<file path="src/verilog/csa_regs.svh">
/*
  Register offsets, field positions and reset values of the status and accumulator block.
  Assumes inclusion by bare name from the package and design files.
*/
`ifndef CSA_REGS_SVH
`define CSA_REGS_SVH
`define CSA_OFF_STK 8'h81
`define CSA_OFF_STAT 8'hd0
`define CSA_OFF_PRI 8'he0
`define CSA_OFF_SEC 8'hf0
`define CSA_OFF_CTRL 8'hc0
`define CSA_OFF_BANK 8'hc4
`define CSA_RST_STK 8'h07
`define CSA_RST_STAT 8'h00
`define CSA_RST_PRI 8'h00
`define CSA_RST_SEC 8'h00
`define CSA_BIT_CARRY 7
`define CSA_BIT_NIBC 6
`define CSA_BIT_UFZ 5
`define CSA_BIT_RSH 4
`define CSA_BIT_RSL 3
`define CSA_BIT_RANGE 2
`define CSA_BIT_UFO 1
`define CSA_BIT_PAR 0
`define CSA_STAT_WMASK 8'hfe
`define CSA_NIB_MSB 4
`define CSA_BANK_SHIFT 3
`define CSA_CTL_PUSH 0
`define CSA_CTL_POP 1
`define CSA_CTL_OPLO 2
`define CSA_CTL_OPHI 3
`define CSA_CTL_ARITH 4
`endif

</file>
<file path="src/verilog/csa_pkg.sv">
/*
  Types of the status and accumulator block.
  Assumes the register header sits beside it.
*/
`include "csa_regs.svh"
package csa_pkg;
  typedef enum logic [1:0] {
    CSA_OP_ADD = 2'b00,
    CSA_OP_SUB = 2'b01,
    CSA_OP_MUL = 2'b10,
    CSA_OP_DIV = 2'b11
  } csa_op_e;
  typedef enum logic [1:0] {
    CSA_ST_IDLE = 2'b00,
    CSA_ST_ACCESS = 2'b01
  } csa_state_e;
endpackage : csa_pkg

</file>
<file path="src/verilog/csa_core_regs.sv">
/*
  Status word, primary and secondary arithmetic registers and stack pointer on an APB slave.
  Assumes a single 100 MHz clock, APB master on the same clock, asynchronous active-low reset.
*/
// Operation
// [RQ1] Carry flag set on add carry or subtract borrow, cleared otherwise.
// [RQ2] Nibble carry flag set on carry into or borrow from upper nibble.
// [RQ3] Two general flags at bits five and one, changed only by software.
// [RQ4] Bank select bits choose working bank base 0x00, 0x08, 0x10 or 0x18.
// [RQ5] Range flag set on carry, borrow, or multiply/divide overflow.
// [RQ6] Parity bit follows odd count of ones in primary register, read-only.
// [RQ7] Status word at 0xd0, resets to zero.
// [RQ8] Primary arithmetic register at 0xe0, read/write, resets to zero.
// [RQ9] Secondary arithmetic register at 0xf0, read/write, resets to zero.
// [RQ10] Software never writes one into reserved bits.
// [RQ11] Stack pointer at 0x81, eight bits, resets to 0x07.
// [RQ12] Stack pointer increments before push, decrements after pop.
`timescale 1ns/1ps
`include "csa_regs.svh"
module csa_core_regs
  import csa_pkg::*;
#(
  parameter int ADDR_W = 12
) (
  input wire logic CLOCK,
  input wire logic RSTN,
  input wire logic PSEL,
  input wire logic PENABLE,
  input wire logic PWRITE,
  input wire logic [ADDR_W-1:0] PADDR,
  input wire logic [31:0] PWDATA,
  input wire logic [3:0] PSTRB,
  output logic [31:0] PRDATA,
  output logic PREADY,
  output logic PSLVERR,
  output logic [7:0] BANK_BASE,
  output logic [7:0] STACK_TOP,
  output logic PARITY
);
  initial begin
    if (ADDR_W < 10) begin
      $error("ADDR_W must be at least 10");
    end
  end

  // ----------------------------------------------------------------
  // Bus decode
  // ----------------------------------------------------------------
  logic [7:0] stk_ff;
  logic [7:0] stat_ff;
  logic [7:0] pri_ff;
  logic [7:0] sec_ff;
  logic [7:0] rdata_ff;
  csa_state_e state_ff;
  csa_state_e nxt_state;
  logic access;
  logic wr;
  logic rd;
  logic hit;
  logic lane0;
  logic [7:0] wbyte;
  logic [7:0] word_addr;
  logic up_zero;

  assign up_zero = (ADDR_W > 10) ? (PADDR[ADDR_W-1:2] >> 8) == '0 : 1'b1;
  assign word_addr = PADDR[9:2];
  assign access = PSEL && PENABLE;
  assign wbyte = PWDATA[7:0];
  assign lane0 = PSTRB[0];
  always_comb begin
    hit = 1'b0;
    if (up_zero && PADDR[1:0] == 2'b00) begin
      case (word_addr)
        `CSA_OFF_STK, `CSA_OFF_STAT, `CSA_OFF_PRI, `CSA_OFF_SEC, `CSA_OFF_CTRL, `CSA_OFF_BANK: begin
          hit = 1'b1;
        end
        default: begin
          hit = 1'b0;
        end
      endcase
    end
  end
  assign wr = access && PWRITE && hit && lane0;
  assign rd = access && !PWRITE && hit;

  // One wait-free access phase; answer comes on the first enable cycle
  always_comb begin
    case (state_ff)
      CSA_ST_IDLE: begin
        nxt_state = (PSEL && !PENABLE) ? CSA_ST_ACCESS : CSA_ST_IDLE;
      end
      CSA_ST_ACCESS: begin
        nxt_state = (PSEL && !PENABLE) ? CSA_ST_ACCESS : CSA_ST_IDLE;
      end
      default: begin
        nxt_state = CSA_ST_IDLE;
      end
    endcase
  end
  always_ff @(posedge CLOCK or negedge RSTN) begin
    if (!RSTN) begin
      state_ff <= CSA_ST_IDLE;
    end else begin
      state_ff <= nxt_state;
    end
  end
  assign PREADY = 1'b1;
  assign PSLVERR = access && !hit;

  // ----------------------------------------------------------------
  // Arithmetic and stack command strobes (control word)
  // ----------------------------------------------------------------
  logic ctl_wr;
  logic do_arith;
  logic do_push;
  logic do_pop;
  logic [1:0] op_sel;
  logic [7:0] alu_res;
  logic [7:0] alu_hi;
  logic alu_carry;
  logic alu_nibc;
  logic alu_range;
  logic par;

  assign ctl_wr = wr && word_addr == `CSA_OFF_CTRL;
  assign do_arith = ctl_wr && wbyte[`CSA_CTL_ARITH];
  assign do_push = ctl_wr && wbyte[`CSA_CTL_PUSH];
  assign do_pop = ctl_wr && wbyte[`CSA_CTL_POP] && !wbyte[`CSA_CTL_PUSH];
  assign op_sel = wbyte[`CSA_CTL_OPHI:`CSA_CTL_OPLO];

  csa_alu #(
    .WIDTH(8)
  ) u_alu (
    .lhs(pri_ff),
    .rhs(sec_ff),
    .op(op_sel),
    .res(alu_res),
    .res_hi(alu_hi),
    .carry(alu_carry),
    .nib_carry(alu_nibc),
    .range(alu_range)
  );

  // ----------------------------------------------------------------
  // Registers
  // ----------------------------------------------------------------
  always_ff @(posedge CLOCK or negedge RSTN) begin
    if (!RSTN) begin
      pri_ff <= `CSA_RST_PRI; // [RQ8]
    end else if (do_arith) begin
      pri_ff <= alu_res; // [RQ8]
    end else if (wr && word_addr == `CSA_OFF_PRI) begin
      pri_ff <= wbyte; // [RQ8]
    end
  end

  // Multiply and divide leave the high half or remainder here
  always_ff @(posedge CLOCK or negedge RSTN) begin
    if (!RSTN) begin
      sec_ff <= `CSA_RST_SEC; // [RQ9]
    end else if (do_arith && op_sel[1]) begin
      sec_ff <= alu_hi; // [RQ9]
    end else if (wr && word_addr == `CSA_OFF_SEC) begin
      sec_ff <= wbyte; // [RQ9]
    end
  end

  // Parity never stored from the bus; bit 0 kept live from the accumulator
  assign par = ^pri_ff; // [RQ6]
  always_ff @(posedge CLOCK or negedge RSTN) begin
    if (!RSTN) begin
      stat_ff <= `CSA_RST_STAT; // [RQ7]
    end else if (do_arith) begin
      // Arithmetic wins over a simultaneous software write of the flags
      stat_ff[`CSA_BIT_CARRY] <= op_sel[1] ? 1'b0 : alu_carry; // [RQ1]
      stat_ff[`CSA_BIT_NIBC] <= op_sel[1] ? 1'b0 : alu_nibc; // [RQ2]
      stat_ff[`CSA_BIT_RANGE] <= alu_range; // [RQ5]
    end else if (wr && word_addr == `CSA_OFF_STAT) begin
      stat_ff <= wbyte & `CSA_STAT_WMASK; // [RQ3]
    end
  end

  // Push pre-increments, pop post-decrements: pointer tracks the top entry
  always_ff @(posedge CLOCK or negedge RSTN) begin
    if (!RSTN) begin
      stk_ff <= `CSA_RST_STK; // [RQ11]
    end else if (do_push) begin
      stk_ff <= stk_ff + 8'h01; // [RQ12]
    end else if (do_pop) begin
      stk_ff <= stk_ff - 8'h01; // [RQ12]
    end else if (wr && word_addr == `CSA_OFF_STK) begin
      stk_ff <= wbyte; // [RQ11]
    end
  end

  // ----------------------------------------------------------------
  // Read path
  // ----------------------------------------------------------------
  logic [7:0] bank_base;
  logic [7:0] rmux;
  assign bank_base = {3'h0, stat_ff[`CSA_BIT_RSH:`CSA_BIT_RSL], 3'h0}; // [RQ4]
  always_comb begin
    case (word_addr)
      `CSA_OFF_STK: rmux = stk_ff;
      `CSA_OFF_STAT: rmux = {stat_ff[7:1], par}; // [RQ6]
      `CSA_OFF_PRI: rmux = pri_ff;
      `CSA_OFF_SEC: rmux = sec_ff;
      `CSA_OFF_BANK: rmux = bank_base;
      default: rmux = 8'h00;
    endcase
  end
  always_ff @(posedge CLOCK or negedge RSTN) begin
    if (!RSTN) begin
      rdata_ff <= 8'h00;
    end else if (PSEL && !PENABLE && !PWRITE) begin
      rdata_ff <= rmux;
    end
  end
  assign PRDATA = {24'h0, rdata_ff};
  assign BANK_BASE = bank_base;
  assign STACK_TOP = stk_ff;
  assign PARITY = par;

  // ----------------------------------------------------------------
  // Checks
  // ----------------------------------------------------------------
  property p_carry_add;
    @(posedge CLOCK) disable iff (!RSTN)
    do_arith && op_sel == CSA_OP_ADD |=> stat_ff[`CSA_BIT_CARRY] == ($past(pri_ff) + $past(sec_ff) > 9'd255);
  endproperty
  a_carry_add: assert property (p_carry_add) else $error("carry wrong after add"); // [RQ1]
  property p_carry_sub;
    @(posedge CLOCK) disable iff (!RSTN)
    do_arith && op_sel == CSA_OP_SUB |=> stat_ff[`CSA_BIT_CARRY] == ($past(pri_ff) < $past(sec_ff));
  endproperty
  a_carry_sub: assert property (p_carry_sub) else $error("borrow wrong after subtract"); // [RQ1]
  property p_muldiv_clear;
    @(posedge CLOCK) disable iff (!RSTN)
    do_arith && op_sel[1] |=> !stat_ff[`CSA_BIT_CARRY] && !stat_ff[`CSA_BIT_NIBC];
  endproperty
  a_muldiv_clear: assert property (p_muldiv_clear) else $error("carry flags not cleared"); // [RQ1]
  property p_nib;
    @(posedge CLOCK) disable iff (!RSTN)
    do_arith && op_sel == CSA_OP_ADD |=> stat_ff[`CSA_BIT_NIBC] == (($past(pri_ff) & 8'h0f) + ($past(sec_ff) & 8'h0f) > 8'h0f);
  endproperty
  a_nib: assert property (p_nib) else $error("nibble carry wrong"); // [RQ2]
  property p_nib_sub;
    @(posedge CLOCK) disable iff (!RSTN)
    do_arith && op_sel == CSA_OP_SUB |=> stat_ff[`CSA_BIT_NIBC] == (($past(pri_ff) & 8'h0f) < ($past(sec_ff) & 8'h0f));
  endproperty
  a_nib_sub: assert property (p_nib_sub) else $error("nibble borrow wrong"); // [RQ2]
  property p_user_flags;
    @(posedge CLOCK) disable iff (!RSTN)
    !(wr && word_addr == `CSA_OFF_STAT) |=> $stable(stat_ff[`CSA_BIT_UFZ]) && $stable(stat_ff[`CSA_BIT_UFO]);
  endproperty
  a_user_flags: assert property (p_user_flags) else $error("user flag changed without write"); // [RQ3]
  property p_user_write;
    @(posedge CLOCK) disable iff (!RSTN)
    wr && word_addr == `CSA_OFF_STAT |=> stat_ff[`CSA_BIT_UFZ] == $past(wbyte[`CSA_BIT_UFZ]) && stat_ff[`CSA_BIT_UFO] == $past(wbyte[`CSA_BIT_UFO]);
  endproperty
  a_user_write: assert property (p_user_write) else $error("user flag write lost"); // [RQ3]
  property p_bank;
    @(posedge CLOCK) disable iff (!RSTN)
    BANK_BASE == 8'(stat_ff[`CSA_BIT_RSH:`CSA_BIT_RSL] * 8);
  endproperty
  a_bank: assert property (p_bank) else $error("bank base mismatch"); // [RQ4]

  // ----------------------------------------------------------------
  // Range, parity and data checks
  // ----------------------------------------------------------------
  property p_range_mul;
    @(posedge CLOCK) disable iff (!RSTN)
    do_arith && op_sel == CSA_OP_MUL |=> stat_ff[`CSA_BIT_RANGE] == ($past(pri_ff) * $past(sec_ff) > 16'd255);
  endproperty
  a_range_mul: assert property (p_range_mul) else $error("range flag wrong after multiply"); // [RQ5]
  property p_range_addsub;
    @(posedge CLOCK) disable iff (!RSTN)
    do_arith && !op_sel[1] |=> stat_ff[`CSA_BIT_RANGE] == stat_ff[`CSA_BIT_CARRY];
  endproperty
  a_range_addsub: assert property (p_range_addsub) else $error("range flag differs from carry"); // [RQ5]
  property p_div_zero;
    @(posedge CLOCK) disable iff (!RSTN)
    do_arith && op_sel == CSA_OP_DIV && sec_ff == 8'h00 |=> stat_ff[`CSA_BIT_RANGE] && pri_ff == $past(pri_ff);
  endproperty
  a_div_zero: assert property (p_div_zero) else $error("divide by zero handled wrong"); // [RQ5]
  property p_parity;
    @(posedge CLOCK) disable iff (!RSTN)
    $changed(pri_ff) |-> PARITY == ^pri_ff && $countones(pri_ff) % 2 == int'(PARITY);
  endproperty
  a_parity: assert property (p_parity) else $error("parity mismatch"); // [RQ6]
  property p_par_store;
    @(posedge CLOCK) disable iff (!RSTN)
    stat_ff[`CSA_BIT_PAR] == 1'b0;
  endproperty
  a_par_store: assert property (p_par_store) else $error("parity bit stored from bus"); // [RQ6]
  property p_acc_write;
    @(posedge CLOCK) disable iff (!RSTN)
    wr && word_addr == `CSA_OFF_PRI && !do_arith |=> pri_ff == $past(wbyte);
  endproperty
  a_acc_write: assert property (p_acc_write) else $error("primary register write lost"); // [RQ8]
  property p_add_res;
    @(posedge CLOCK) disable iff (!RSTN)
    do_arith && op_sel == CSA_OP_ADD |=> pri_ff == 8'($past(pri_ff) + $past(sec_ff));
  endproperty
  a_add_res: assert property (p_add_res) else $error("sum wrong"); // [RQ8]
  property p_sub_res;
    @(posedge CLOCK) disable iff (!RSTN)
    do_arith && op_sel == CSA_OP_SUB |=> pri_ff == 8'($past(pri_ff) - $past(sec_ff));
  endproperty
  a_sub_res: assert property (p_sub_res) else $error("difference wrong"); // [RQ8]
  property p_div_quot;
    @(posedge CLOCK) disable iff (!RSTN)
    do_arith && op_sel == CSA_OP_DIV && sec_ff != 8'h00 |=> pri_ff == $past(pri_ff) / $past(sec_ff);
  endproperty
  a_div_quot: assert property (p_div_quot) else $error("quotient wrong"); // [RQ8]
  property p_sec_write;
    @(posedge CLOCK) disable iff (!RSTN)
    wr && word_addr == `CSA_OFF_SEC |=> sec_ff == $past(wbyte);
  endproperty
  a_sec_write: assert property (p_sec_write) else $error("secondary register write lost"); // [RQ9]
  property p_sec_mul;
    @(posedge CLOCK) disable iff (!RSTN)
    do_arith && op_sel == CSA_OP_MUL |=> sec_ff == 8'((16'($past(pri_ff)) * 16'($past(sec_ff))) >> 8);
  endproperty
  a_sec_mul: assert property (p_sec_mul) else $error("product high byte wrong"); // [RQ9]

  // ----------------------------------------------------------------
  // Stack and read checks
  // ----------------------------------------------------------------
  property p_push;
    @(posedge CLOCK) disable iff (!RSTN)
    do_push |=> stk_ff == 8'($past(stk_ff) + 1);
  endproperty
  a_push: assert property (p_push) else $error("push did not increment"); // [RQ12]
  property p_pop;
    @(posedge CLOCK) disable iff (!RSTN)
    do_pop |=> stk_ff == 8'($past(stk_ff) - 1);
  endproperty
  a_pop: assert property (p_pop) else $error("pop did not decrement"); // [RQ12]
  property p_stk_write;
    @(posedge CLOCK) disable iff (!RSTN)
    wr && word_addr == `CSA_OFF_STK |=> stk_ff == $past(wbyte);
  endproperty
  a_stk_write: assert property (p_stk_write) else $error("stack pointer write lost"); // [RQ11]
  property p_psw_read;
    @(posedge CLOCK) disable iff (!RSTN)
    PSEL && !PENABLE && !PWRITE && word_addr == `CSA_OFF_STAT ##1 PENABLE |-> PRDATA[0] == $past(par);
  endproperty
  a_psw_read: assert property (p_psw_read) else $error("status read parity wrong"); // [RQ7]
endmodule : csa_core_regs

</file>
<file path="src/verilog/csa_alu.sv">
/*
  Arithmetic unit producing a result and the carry, nibble-carry and range flags.
  Assumes the caller latches outputs when it fires the operation.
*/
`timescale 1ns/1ps
`include "csa_regs.svh"
module csa_alu
  import csa_pkg::*;
#(
  parameter int WIDTH = 8
) (
  input wire logic [WIDTH-1:0] lhs,
  input wire logic [WIDTH-1:0] rhs,
  input wire logic [1:0] op,
  output logic [WIDTH-1:0] res,
  output logic [WIDTH-1:0] res_hi,
  output logic carry,
  output logic nib_carry,
  output logic range
);
  initial begin
    if (WIDTH != 8) begin
      $error("csa_alu serves only WIDTH 8");
    end
  end
  logic [WIDTH:0] wide;
  logic [`CSA_NIB_MSB:0] nib;
  logic [2*WIDTH-1:0] prod;
  always_comb begin
    wide = '0;
    nib = '0;
    prod = '0;
    res = '0;
    res_hi = '0;
    carry = 1'b0;
    nib_carry = 1'b0;
    range = 1'b0;
    case (op)
      CSA_OP_ADD: begin
        wide = {1'b0, lhs} + {1'b0, rhs};
        nib = {1'b0, lhs[`CSA_NIB_MSB-1:0]} + {1'b0, rhs[`CSA_NIB_MSB-1:0]};
        res = wide[WIDTH-1:0];
        carry = wide[WIDTH];
        nib_carry = nib[`CSA_NIB_MSB];
        range = wide[WIDTH];
      end
      CSA_OP_SUB: begin
        wide = {1'b0, lhs} - {1'b0, rhs};
        nib = {1'b0, lhs[`CSA_NIB_MSB-1:0]} - {1'b0, rhs[`CSA_NIB_MSB-1:0]};
        res = wide[WIDTH-1:0];
        carry = wide[WIDTH];
        nib_carry = nib[`CSA_NIB_MSB];
        range = wide[WIDTH];
      end
      CSA_OP_MUL: begin
        prod = lhs * rhs;
        res = prod[WIDTH-1:0];
        res_hi = prod[2*WIDTH-1:WIDTH];
        range = |prod[2*WIDTH-1:WIDTH];
      end
      CSA_OP_DIV: begin
        // Divide by zero leaves operands untouched and flags range
        if (rhs == '0) begin
          res = lhs;
          res_hi = rhs;
          range = 1'b1;
        end else begin
          res = lhs / rhs;
          res_hi = lhs % rhs;
        end
      end
      default: begin
        res = '0;
      end
    endcase
  end
endmodule : csa_alu

</file>
<file path="config.mk">
export PLATFORM = sky130hd
export DESIGN_NAME = csa_core_regs
export DESIGN_NICKNAME = d
export VERILOG_FILES = /design/src/verilog/csa_pkg.sv /design/src/verilog/csa_core_regs.sv /design/src/verilog/csa_alu.sv
export VERILOG_INCLUDE_DIRS = /design/src /design/src/verilog
export SDC_FILE = /design/constraint.sdc
export NUM_CORES = 1
export LEC_CHECK = 0
export ABC_AREA = 0
export BUFFER_PORTS_ARGS = -buffer_cell sky130_fd_sc_hd__buf_2
export CAP_MARGIN = 30
export CORE_MARGIN = 3
export CORE_UTILIZATION = 55
export CTS_CLUSTER_SIZE = 40
export DETAILED_ROUTE_END_ITERATION = 12
export MAX_ROUTING_LAYER = met4
export PLACE_DENSITY = 0.77
export SLEW_MARGIN = 30
export SYNTH_ARGS = -nofsm -noshare
export SYNTH_HDL_FRONTEND = slang
export SYNTH_HIERARCHICAL = 1
export SYNTH_SLANG_ARGS = --single-unit
</file>
<file path="constraint.sdc">
create_clock -name CLOCK -period 15 [get_ports CLOCK]
set_clock_uncertainty 0.2 [all_clocks]
set_input_delay 1.5 -clock CLOCK [delete_from_list [all_inputs] [get_ports CLOCK]]
set_output_delay 1.5 -clock CLOCK [all_outputs]
set_load 0.01 [all_outputs]
</file>
==> run_results.csv, run 1 <==
group,metric,value,unit
outcome,outcome,"finished, final reports clean",
floorplan,rows,42,
grt,grt_pass1_wl,35000,um
grt,grt_max_degree,40,
synth,synth_edf_count,0,
synth,postSynthAreaPerCell,8.14,sq um
clock_network,ctsResizeCount,0,
clock_network,htree_num_levels,2,
clock_network,clock-root-buffer,"clkbuf_16",
clock_network,cts_tree,"done",
critical_path,crit_arrival,13.23,ns
synth,ys_types,90,
power_and_ir_drop,leakagePower,3.90,nW
floorplan,die_width,125,um
timing,hold_viol_final,0,
synth,synthTopCellsByArea,"ha_1 16%, dfrtp_1 12%, fa_1 10%",
timing,finalSetupViolCount,0,
detailed_routing,met2_length,9950,um
floorplan,coreArea,13600,sq um
synth,synth_cells,958,
timing,slew_headroom,0.509,
floorplan,pin_count,104,
power_and_ir_drop,ir_drop,0.0559,mV
floorplan,die_h,125,um
critical_path,crit_end,"sec_ff[3]",
synth,synth.largest_area_cell,"ha_1",
critical_path,r2r_cells,48,
clock_network,cts_hold_buffers,0,
timing,period_share,0.883,
cells_and_area,most-common-layout-cells,"97 x ha_1, 91 x inv_1, 78 x nand2_1",
floorplan,start_util,0.575,
floorplan,die_area,15600,sq um
flow_run,max_cap_violations,0,
synth,synth_flop_cell,"dfrtp_1",
grt,grt_use_total,0.279,
clock_network,cts_num_sinks,39,
synth,ys_warn_count,6,
detailed_routing,drtIter0Drc,892,
grt,gr-total-overflow,0,
critical_path,r2r-end,"sec_ff[3]",
cells_and_area,area_growth,3.93,%
critical_path,worst_setup_path_start_kind,"register",
worst_hold_path,hold_class,"reg -> reg",
timing,worst_slew_pin_slew,0.737,ns
critical_path,critPathSlowestCell,"dfrtp_1",
cells_and_area,drive_above_1_share,0.103,
clock_network,cts_buffers,5,
placement,io_buffers,45,
critical_path,critPathKind,"reg -> reg",
synth,synth_area,7800,sq um
detailed_routing,routed.top_layer,"met4",
critical_path,critPathLaunch,"sec_ff[7]",
clock_network,cts_buffer_depth,2,
cells_and_area,mostFrequentLayoutCell,"ha_1",
power_and_ir_drop,power_density,39.9,nW/um^2
grt,grt_pass1_vias,6789,
clock_network,post_cts_buffers,0,
cells_and_area,nets,1155,
synth,synth_top_cell_area_share,0.156,
detailed_routing,vias,7213,
synth,synth-seq-area-share,0.126,
critical_path,r2r_slack,1.75,ns
critical_path,crit_path_max_fanout,17,
detailed_routing,drt-total-wl,21700,um
detailed_routing,dr.pass1.iters,7,
critical_path,required,14.98,ns
timing,fmax,75.5,MHz
synth,async_flop_share,1.00,
timing,grt_setup_unrepaired,"no",
detailed_routing,dr_wl_met3,2240,um
placement,dp_hpwl,16300,um
placement,gp_congestion,1.03,
detailed_routing,drc_errors,0,
placement,pre_cts_ws,1.87,ns
cells_and_area,diodes,0,
timing,layout_setup_ws,1.75,ns
detailed_routing,wl_per_cell,19.0,um
critical_path,endpoint_kind,"register",
detailed_routing,wl_met1,8900,um
detailed_routing,antenna_left,0,
critical_path,crit_top_cell,"ha_1",
critical_path,slowest_delay,0.65,ns
detailed_routing,via_per_inst,6.31,
clock_network,cts.clk_slew.worst_paths,0.06,ns
timing,maxSlewViolCount,0,
grt,antenna_found_initial,0,
timing,tns,0,ns
timing,fin_crit,13.25,ns
synth,ys_ff_latch,39,
clock_network,clk_latency,0.29,ns
critical_path,r2r_start,"sec_ff[7]",
report_power, final:
group,switching [W],internal [W],leakage [nW]
clock network,0.0000456,0.0000828,0.0868
logic,0.0000532,0.0000330,3.31
registers,0.00000110,0.000107,0.509
registers in the layout, summed over array words and instances (netlist names):
register   cells
sec_ff         8
pri_ff         8
stat_ff        7
rdata_ff       8
STACK_TOP      8
layer usage:
layer / GRT usage / vias to the layer above
met4: 0.0855 / 0
li1: - / 3343
met3: 0.0426 / 72
met1: 0.376 / 3400
met5: - / -
met2: 0.435 / 398
cell families after synthesis:
family | share of synthesized area
AOI/OAI and AO/OA | 0.197
xor gates and xnor gates | 0.0573
adders and majority gates | 0.256
buffers and inverters | 0.104
DFF | 0.126
muxes | 0.0581
other | 0.000963
and+or+nand+nor | 0.202
area by class of cell:
cell class / count / area [sq um]
multi-input combinational: 778 / 6130
fill: 1264 / 5450
sequential: 39 / 980
inverter: 94 / 353
timing repair buffer: 48 / 250
tap: 176 / 220
clock buffer: 6 / 139
clock inverter: 2 / 35.0
worst max-delay path: cells and delay by family, from the launching register on:
kind | cells | cell delay (ns)
AO/OA/AOI/OAI | 20 | 5.00
adder cells (fa/ha/maj) | 7 | 2.13
buffers and inverters | 1 | 0.22
flip-flops | 1 | 0.65
multiplexers | 4 | 1.50
AND/OR/NAND/NOR | 16 | 3.42
how the worst min path moves through the flow:
stage                           start          end  cells after the start
after floorplan            stat_ff[1]   stat_ff[1]                      1
after global placement    rdata_ff[1]  rdata_ff[1]                      1
after detailed placement  rdata_ff[5]  rdata_ff[5]                      1
after CTS                 rdata_ff[5]  rdata_ff[5]                      1
after global routing      rdata_ff[3]  rdata_ff[3]                      1
final                     rdata_ff[5]  rdata_ff[5]                      1
synth_stat cells, types with 5 or more instances:
master and n:
o211ai_1 5, inv_1 91, nand3_1 15, nor2_1 76, nand4_1 6, a211oi_1 5, o22ai_1 7, buf_2 7
a32oi_1 5, nor2b_1 11, nand2b_1 13, dfrtp_1 36, o21ai_1 6, xnor2_1 38, ha_1 97, a21o_1 13
mux2_2 10, and2_1 18, nor3_1 25, nand2_1 78, fa_1 39, a22oi_1 7, mux2i_1 16, o21ai_0 35
a222oi_1 8, and3_1 5, or3_1 5, a21oi_1 58, buf_4 39, nor4_1 7, xor2_1 13, a31oi_1 11
clkbuf_1 28, nor3b_1 5, a22o_1 5, o21a_1 18
per-stage QoR:
| step | util | cell area [sq um] | hold slack [ns] | cells | power [W] |
|---|---|---|---|---|---|
| after global placement | 0.585 | 7930 | 0.257 | 1135 | 0.000193 |
| after detailed placement | 0.585 | 7930 | 0.261 | 1135 | 0.000195 |
| final | 0.598 | 8110 | 0.284 | 1143 | 0.000323 |
| after CTS | 0.598 | 8100 | 0.273 | 1143 | 0.000321 |
| after global routing | 0.598 | 8110 | 0.300 | 1143 | 0.000335 |
| after floorplan | - | 7910 | 0.257 | 987 | 0.000178 |
Note: power is estimated with default switching activity, not from simulation.
==> run 2: changes to the inputs <==
Settings changed: CORE_MARGIN 3 to 2.
==> run 2 against run 1 <==
Core utilization decreased by 1.2 points; design area increased by 0.39%; combinational power about the same; sequential power about the same; global-route usage increased by 1.3 points; wire length decreased by 2.6%; final cell count increased by 0.44%; die area decreased by 3.2%; count of clock-buffer cells in the layout decreased by 1; largest power group unchanged; critical path depth increased by 1; non-clock buffer count increased by 1; clock power increased by 9%.
==> run_results.csv, run 2 (synthesis gave the netlist of run 1 again) <==
group,metric,value,unit
floorplan,coreArea,13900,sq um
grt,grt_max_degree,40,
grt,grt_pass1_vias,6577,
detailed_routing,vias,7128,
worst_hold_path,min-delay-start,"rdata_ff[5]",
placement,dpl_cell_area,7940,sq um
critical_path,endpoint_kind,"register",
grt,grt_use_total,0.292,
floorplan,die_h,123,um
critical_path,critPathKind,"reg -> reg",
cells_and_area,diodes,0,
flow_run,max_cap_violations,0,
cells_and_area,drive_above_1_share,0.104,
critical_path,r2r_cells,49,
clock_network,cts_buffers,5,
grt,grt_pass1_wl,33600,um
critical_path,worst_setup_path_start_kind,"register",
floorplan,die_area,15100,sq um
floorplan,die_width,123,um
critical_path,r2r-end,"sec_ff[3]",
cells_and_area,mostFrequentLayoutCell,"ha_1",
power_and_ir_drop,ir_drop,0.0474,mV
clock_network,clock-root-buffer,"clkbuf_16",
cells_and_area,area_growth,4.33,%
detailed_routing,wl_met1,8980,um
clock_network,post_cts_buffers,0,
floorplan,start_util,0.562,
timing,period_share,0.891,
timing,maxSlewViolCount,0,
grt,antenna_found_initial,0,
outcome,outcome,"finished, final reports clean",
floorplan,pin_count,104,
worst_hold_path,hold_class,"reg -> reg",
clock_network,ctsResizeCount,0,
detailed_routing,dr.pass1.iters,8,
clock_network,htree_num_levels,2,
clock_network,cts_buffer_depth,2,
detailed_routing,drtIter0Drc,825,
clock_network,cts_num_sinks,39,
power_and_ir_drop,power_density,41.1,nW/um^2
detailed_routing,routed.top_layer,"met4",
cells_and_area,nets,1156,
detailed_routing,dr_wl_met3,1880,um
timing,worst_slew_pin_slew,0.748,ns
timing,grt_setup_unrepaired,"no",
floorplan,rows,43,
detailed_routing,via_per_inst,6.21,
placement,gp_congestion,1.04,
timing,finalSetupViolCount,0,
power_and_ir_drop,leakagePower,3.91,nW
timing,tns,0,ns
clock_network,cts_hold_buffers,0,
clock_network,cts.clk_slew.worst_paths,0.06,ns
timing,hold_viol_final,0,
grt,gr-total-overflow,0,
critical_path,crit_arrival,13.34,ns
power_and_ir_drop,power,0.000335,W
placement,io_buffers,45,
critical_path,crit_top_cell,"ha_1",
clock_network,cts_tree,"done",
detailed_routing,antenna_left,0,
critical_path,crit_path_max_fanout,12,
cells_and_area,most-common-layout-cells,"97 x ha_1, 91 x inv_1, 78 x nand2_1",
detailed_routing,wl_per_cell,18.4,um
detailed_routing,met2_length,9720,um
worst_hold_path,holdPathEnd,"rdata_ff[5]",
timing,fin_crit,13.37,ns
timing,fmax,74.8,MHz
timing,slew_headroom,0.501,
placement,dp_hpwl,16000,um
worst_hold_path,worstHoldPathCells,1,
critical_path,required,14.98,ns
critical_path,r2r_start,"sec_ff[5]",
detailed_routing,drc_errors,0,
clock_network,clk_latency,0.28,ns
detailed_routing,drt-total-wl,21200,um
critical_path,slowest_delay,0.60,ns
cells_and_area,fin_area,8140,sq um
critical_path,r2r_slack,1.63,ns
critical_path,critPathSlowestCell,"nor4_2",
-- run 2: cell types whose count changed in the layout (fill, tap and decap cells not counted) --
| cell | before | now |
|---|---|---|
| buf_4 | 4 | 5 |
| bufinv_16 | 1 | 2 |
| clkbuf_8 | 1 | 0 |
| clkinv_2 | 1 | 0 |
| clkinvlp_4 | 0 | 1 |
-- run 2: per-stage QoR --
stage	hold WS [ns]	util	cells	worst slack, ns
5_1_grt	0.299	0.586	1148	0.740
4_1_cts	0.283	0.586	1148	1.85
3_3_place_gp	0.257	0.572	1140	2.02
3_5_place_dp	0.269	0.572	1140	1.88
6_report	0.277	0.586	1148	1.63
2_1_floorplan	0.257	-	987	3.67
-- run 2: worst max path at each step --
stage               startpoint   endpoint  slack [ns]  cells past startpoint
global placement     sec_ff[5]  sec_ff[3]        2.02                     50
global route         sec_ff[5]  sec_ff[3]        0.74                     49
CTS                  sec_ff[6]  sec_ff[3]        1.85                     49
floorplan            sec_ff[5]  sec_ff[3]        3.67                     50
finish               sec_ff[5]  sec_ff[3]        1.63                     49
detailed placement   sec_ff[6]  sec_ff[3]        1.88                     49
-- run 2: layer usage --
layer / GRT usage / up-vias
met2: 0.455 / 336
met4: 0.0874 / 0
met5: - / -
met1: 0.402 / 3401
li1: - / 3341
met3: 0.0332 / 50
-- run 2: critical path, delay by kind of cell, from the launching register on --
kind,cells,cell delay (ns)
flip-flops,1,0.59
buffers and inverters,1,0.21
adder cells (fa/ha/maj),7,2.13
AO/OA/AOI/OAI,20,5.01
AND/OR/NAND/NOR,17,3.62
multiplexers,4,1.49
-- run 2: layout make-up --
class / instances / area (sq um)
well taps: 180 / 225
fillers: 1267 / 5740
inverters: 94 / 353
repair buffers: 49 / 258
clock inverters: 3 / 67.6
clock buffers: 5 / 125
multi-input cells: 778 / 6130
flip-flops and latches: 39 / 980
-- run 2: where the power goes --
part	switching [W]	total, W	internal, W
Combinational	0.0000534	0.0000864	0.0000329
Clock	0.0000446	0.000140	0.0000953
Sequential	0.00000106	0.000109	0.000107
==> run 3: changes to the inputs <==
==> constraint.sdc (replaced) <==
create_clock -name CLOCK -period 15 [get_ports CLOCK]
set_clock_uncertainty 0.2 [all_clocks]
set_input_delay 2.25 -clock CLOCK [delete_from_list [all_inputs] [get_ports CLOCK]]
set_output_delay 2.25 -clock CLOCK [all_outputs]
set_load 0.01 [all_outputs]
==> run 3 against run 2 <==
Count of clock-buffer cells in the layout stayed put; global-route usage is 0.45 points lower; die area did not move; critical path depth is 2 lower; first-iteration DRC count fell by 13%; worst hold slack better by 0.0013 ns; design area unchanged; via count barely moved; setup slack improved by 0.042 ns; wire length shrank 1.1%; non-clock buffer count is the same; flip-flop and latch count is the same.
==> run_results.csv, run 3 (synthesis gave the netlist of run 1 again) <==
group,metric,value,unit
outcome,outcome,"finished, final reports clean",
timing,maxSlewViolCount,0,
clock_network,cts_num_sinks,39,
clock_network,clk_latency,0.28,ns
timing,grt_setup_unrepaired,"no",
floorplan,die_h,123,um
clock_network,cts_hold_buffers,0,
timing,period_share,0.888,
clock_network,cts_buffers,5,
clock_network,htree_num_levels,2,
clock_network,cts_buffer_depth,2,
floorplan,coreArea,13900,sq um
critical_path,crit_end,"sec_ff[3]",
placement,io_buffers,45,
placement,gp_congestion,1.01,
critical_path,endpoint_kind,"register",
floorplan,die_width,123,um
critical_path,r2r-end,"sec_ff[3]",
detailed_routing,dr.pass1.iters,8,
critical_path,slowest_delay,0.81,ns
critical_path,critPathKind,"reg -> reg",
critical_path,r2r_start,"sec_ff[0]",
floorplan,die_area,15100,sq um
critical_path,crit_arrival,13.30,ns
cells_and_area,diodes,0,
worst_hold_path,hold_class,"reg -> reg",
detailed_routing,vias,7124,
power_and_ir_drop,power_density,40.9,nW/um^2
cells_and_area,most-common-layout-cells,"97 x ha_1, 91 x inv_1, 78 x nand2_1",
cells_and_area,drive_above_1_share,0.104,
clock_network,clock-root-buffer,"clkbuf_16",
detailed_routing,antenna_left,0,
critical_path,r2r_cells,47,
placement,dp_hpwl,15700,um
grt,grt_max_degree,40,
power_and_ir_drop,ir_drop,0.0420,mV
power_and_ir_drop,leakagePower,3.91,nW
detailed_routing,via_per_inst,6.21,
floorplan,rows,43,
grt,antenna_found_initial,0,
timing,fmax,75.1,MHz
clock_network,post_cts_buffers,0,
critical_path,crit_path_max_fanout,13,
critical_path,critPathLaunch,"sec_ff[0]",
cells_and_area,area_growth,4.33,%
detailed_routing,wl_per_cell,18.2,um
floorplan,pin_count,104,
timing,fin_crit,13.32,ns
timing,worst_slew_pin_slew,0.776,ns
cells_and_area,mostFrequentLayoutCell,"ha_1",
grt,grt_pass1_wl,33300,um
cells_and_area,final.fill_count,1304,
timing,hold_viol_final,0,
detailed_routing,drt-total-wl,20900,um
clock_network,cts_tree,"done",
grt,grt_use_total,0.288,
timing,slew_headroom,0.474,
critical_path,required,14.97,ns
flow_run,max_cap_violations,0,
timing,finalSetupViolCount,0,
grt,grt_pass1_vias,6482,
clock_network,cts.clk_slew.worst_paths,0.06,ns
cells_and_area,nets,1156,
grt,gr-total-overflow,0,
cells_and_area,utilization,0.586,
critical_path,critPathSlowestCell,"dfrtp_1",
critical_path,worst_setup_path_start_kind,"register",
clock_network,ctsResizeCount,0,
timing,tns,0,ns
critical_path,crit_top_cell,"ha_1",
floorplan,start_util,0.562,
detailed_routing,drc_errors,0,
detailed_routing,drtIter0Drc,721,
critical_path,r2r_slack,1.68,ns
## run 3: routing by layer
metal	global-route usage	vias to the layer above	routed length, um
met3	0.0337	44	2030
met4	0.0732	0	503
li1	-	3343	-
met2	0.450	380	9600
met5	-	-	0
met1	0.399	3357	8820
## run 3: area by class of cell
cell class | instances | area [sq um] | share of cell area
clock buffers | 5 | 125 | 0.0154
repair buffers | 49 | 258 | 0.0317
inverters | 94 | 353 | 0.0434
flip-flops and latches | 39 | 980 | 0.120
clock inverters | 3 | 67.6 | 0.00830
multi-input cells | 778 | 6130 | 0.753
well taps | 180 | 225 | 0.0277
## run 3: worst max-delay path: cells and delay by family (launching register included)
| family | cells | cell delay [ns] |
|---|---|---|
| DFF | 1 | 0.81 |
| AOI/OAI and AO/OA | 20 | 5.08 |
| muxes | 4 | 1.50 |
| and+or+nand+nor | 13 | 2.44 |
| buffers and inverters | 2 | 0.65 |
| adders and majority gates | 8 | 2.53 |
## run 3: through the flow
step           cells  hold slack [ns]  power [W]  area [sq um]  worst slack [ns]
2_1_floorplan    987            0.257   0.000178          7910              3.67
3_3_place_gp    1140            0.255   0.000192          7940              2.11
3_5_place_dp    1140            0.266   0.000194          7940              1.90
4_1_cts         1148            0.279   0.000332          8130              1.85
5_1_grt         1148            0.294   0.000346          8140             0.753
6_report        1148            0.278   0.000333          8140              1.68
## run 3: worst min path at each step
stage | start | end | depth (start not counted)
3_5_place_dp | rdata_ff[5] | rdata_ff[5] | 1
5_1_grt | rdata_ff[5] | rdata_ff[5] | 1
3_3_place_gp | rdata_ff[5] | rdata_ff[5] | 1
2_1_floorplan | stat_ff[1] | stat_ff[1] | 1
4_1_cts | rdata_ff[5] | rdata_ff[5] | 1
6_report | rdata_ff[5] | rdata_ff[5] | 1
## run 3: power breakdown
group | switching [W] | internal, W | total (W)
combinational | 0.0000525 | 0.0000330 | 0.0000855
sequential | 0.00000119 | 0.000107 | 0.000109
clock | 0.0000436 | 0.0000953 | 0.000139
total | 0.0000973 | 0.000236 | 0.000333
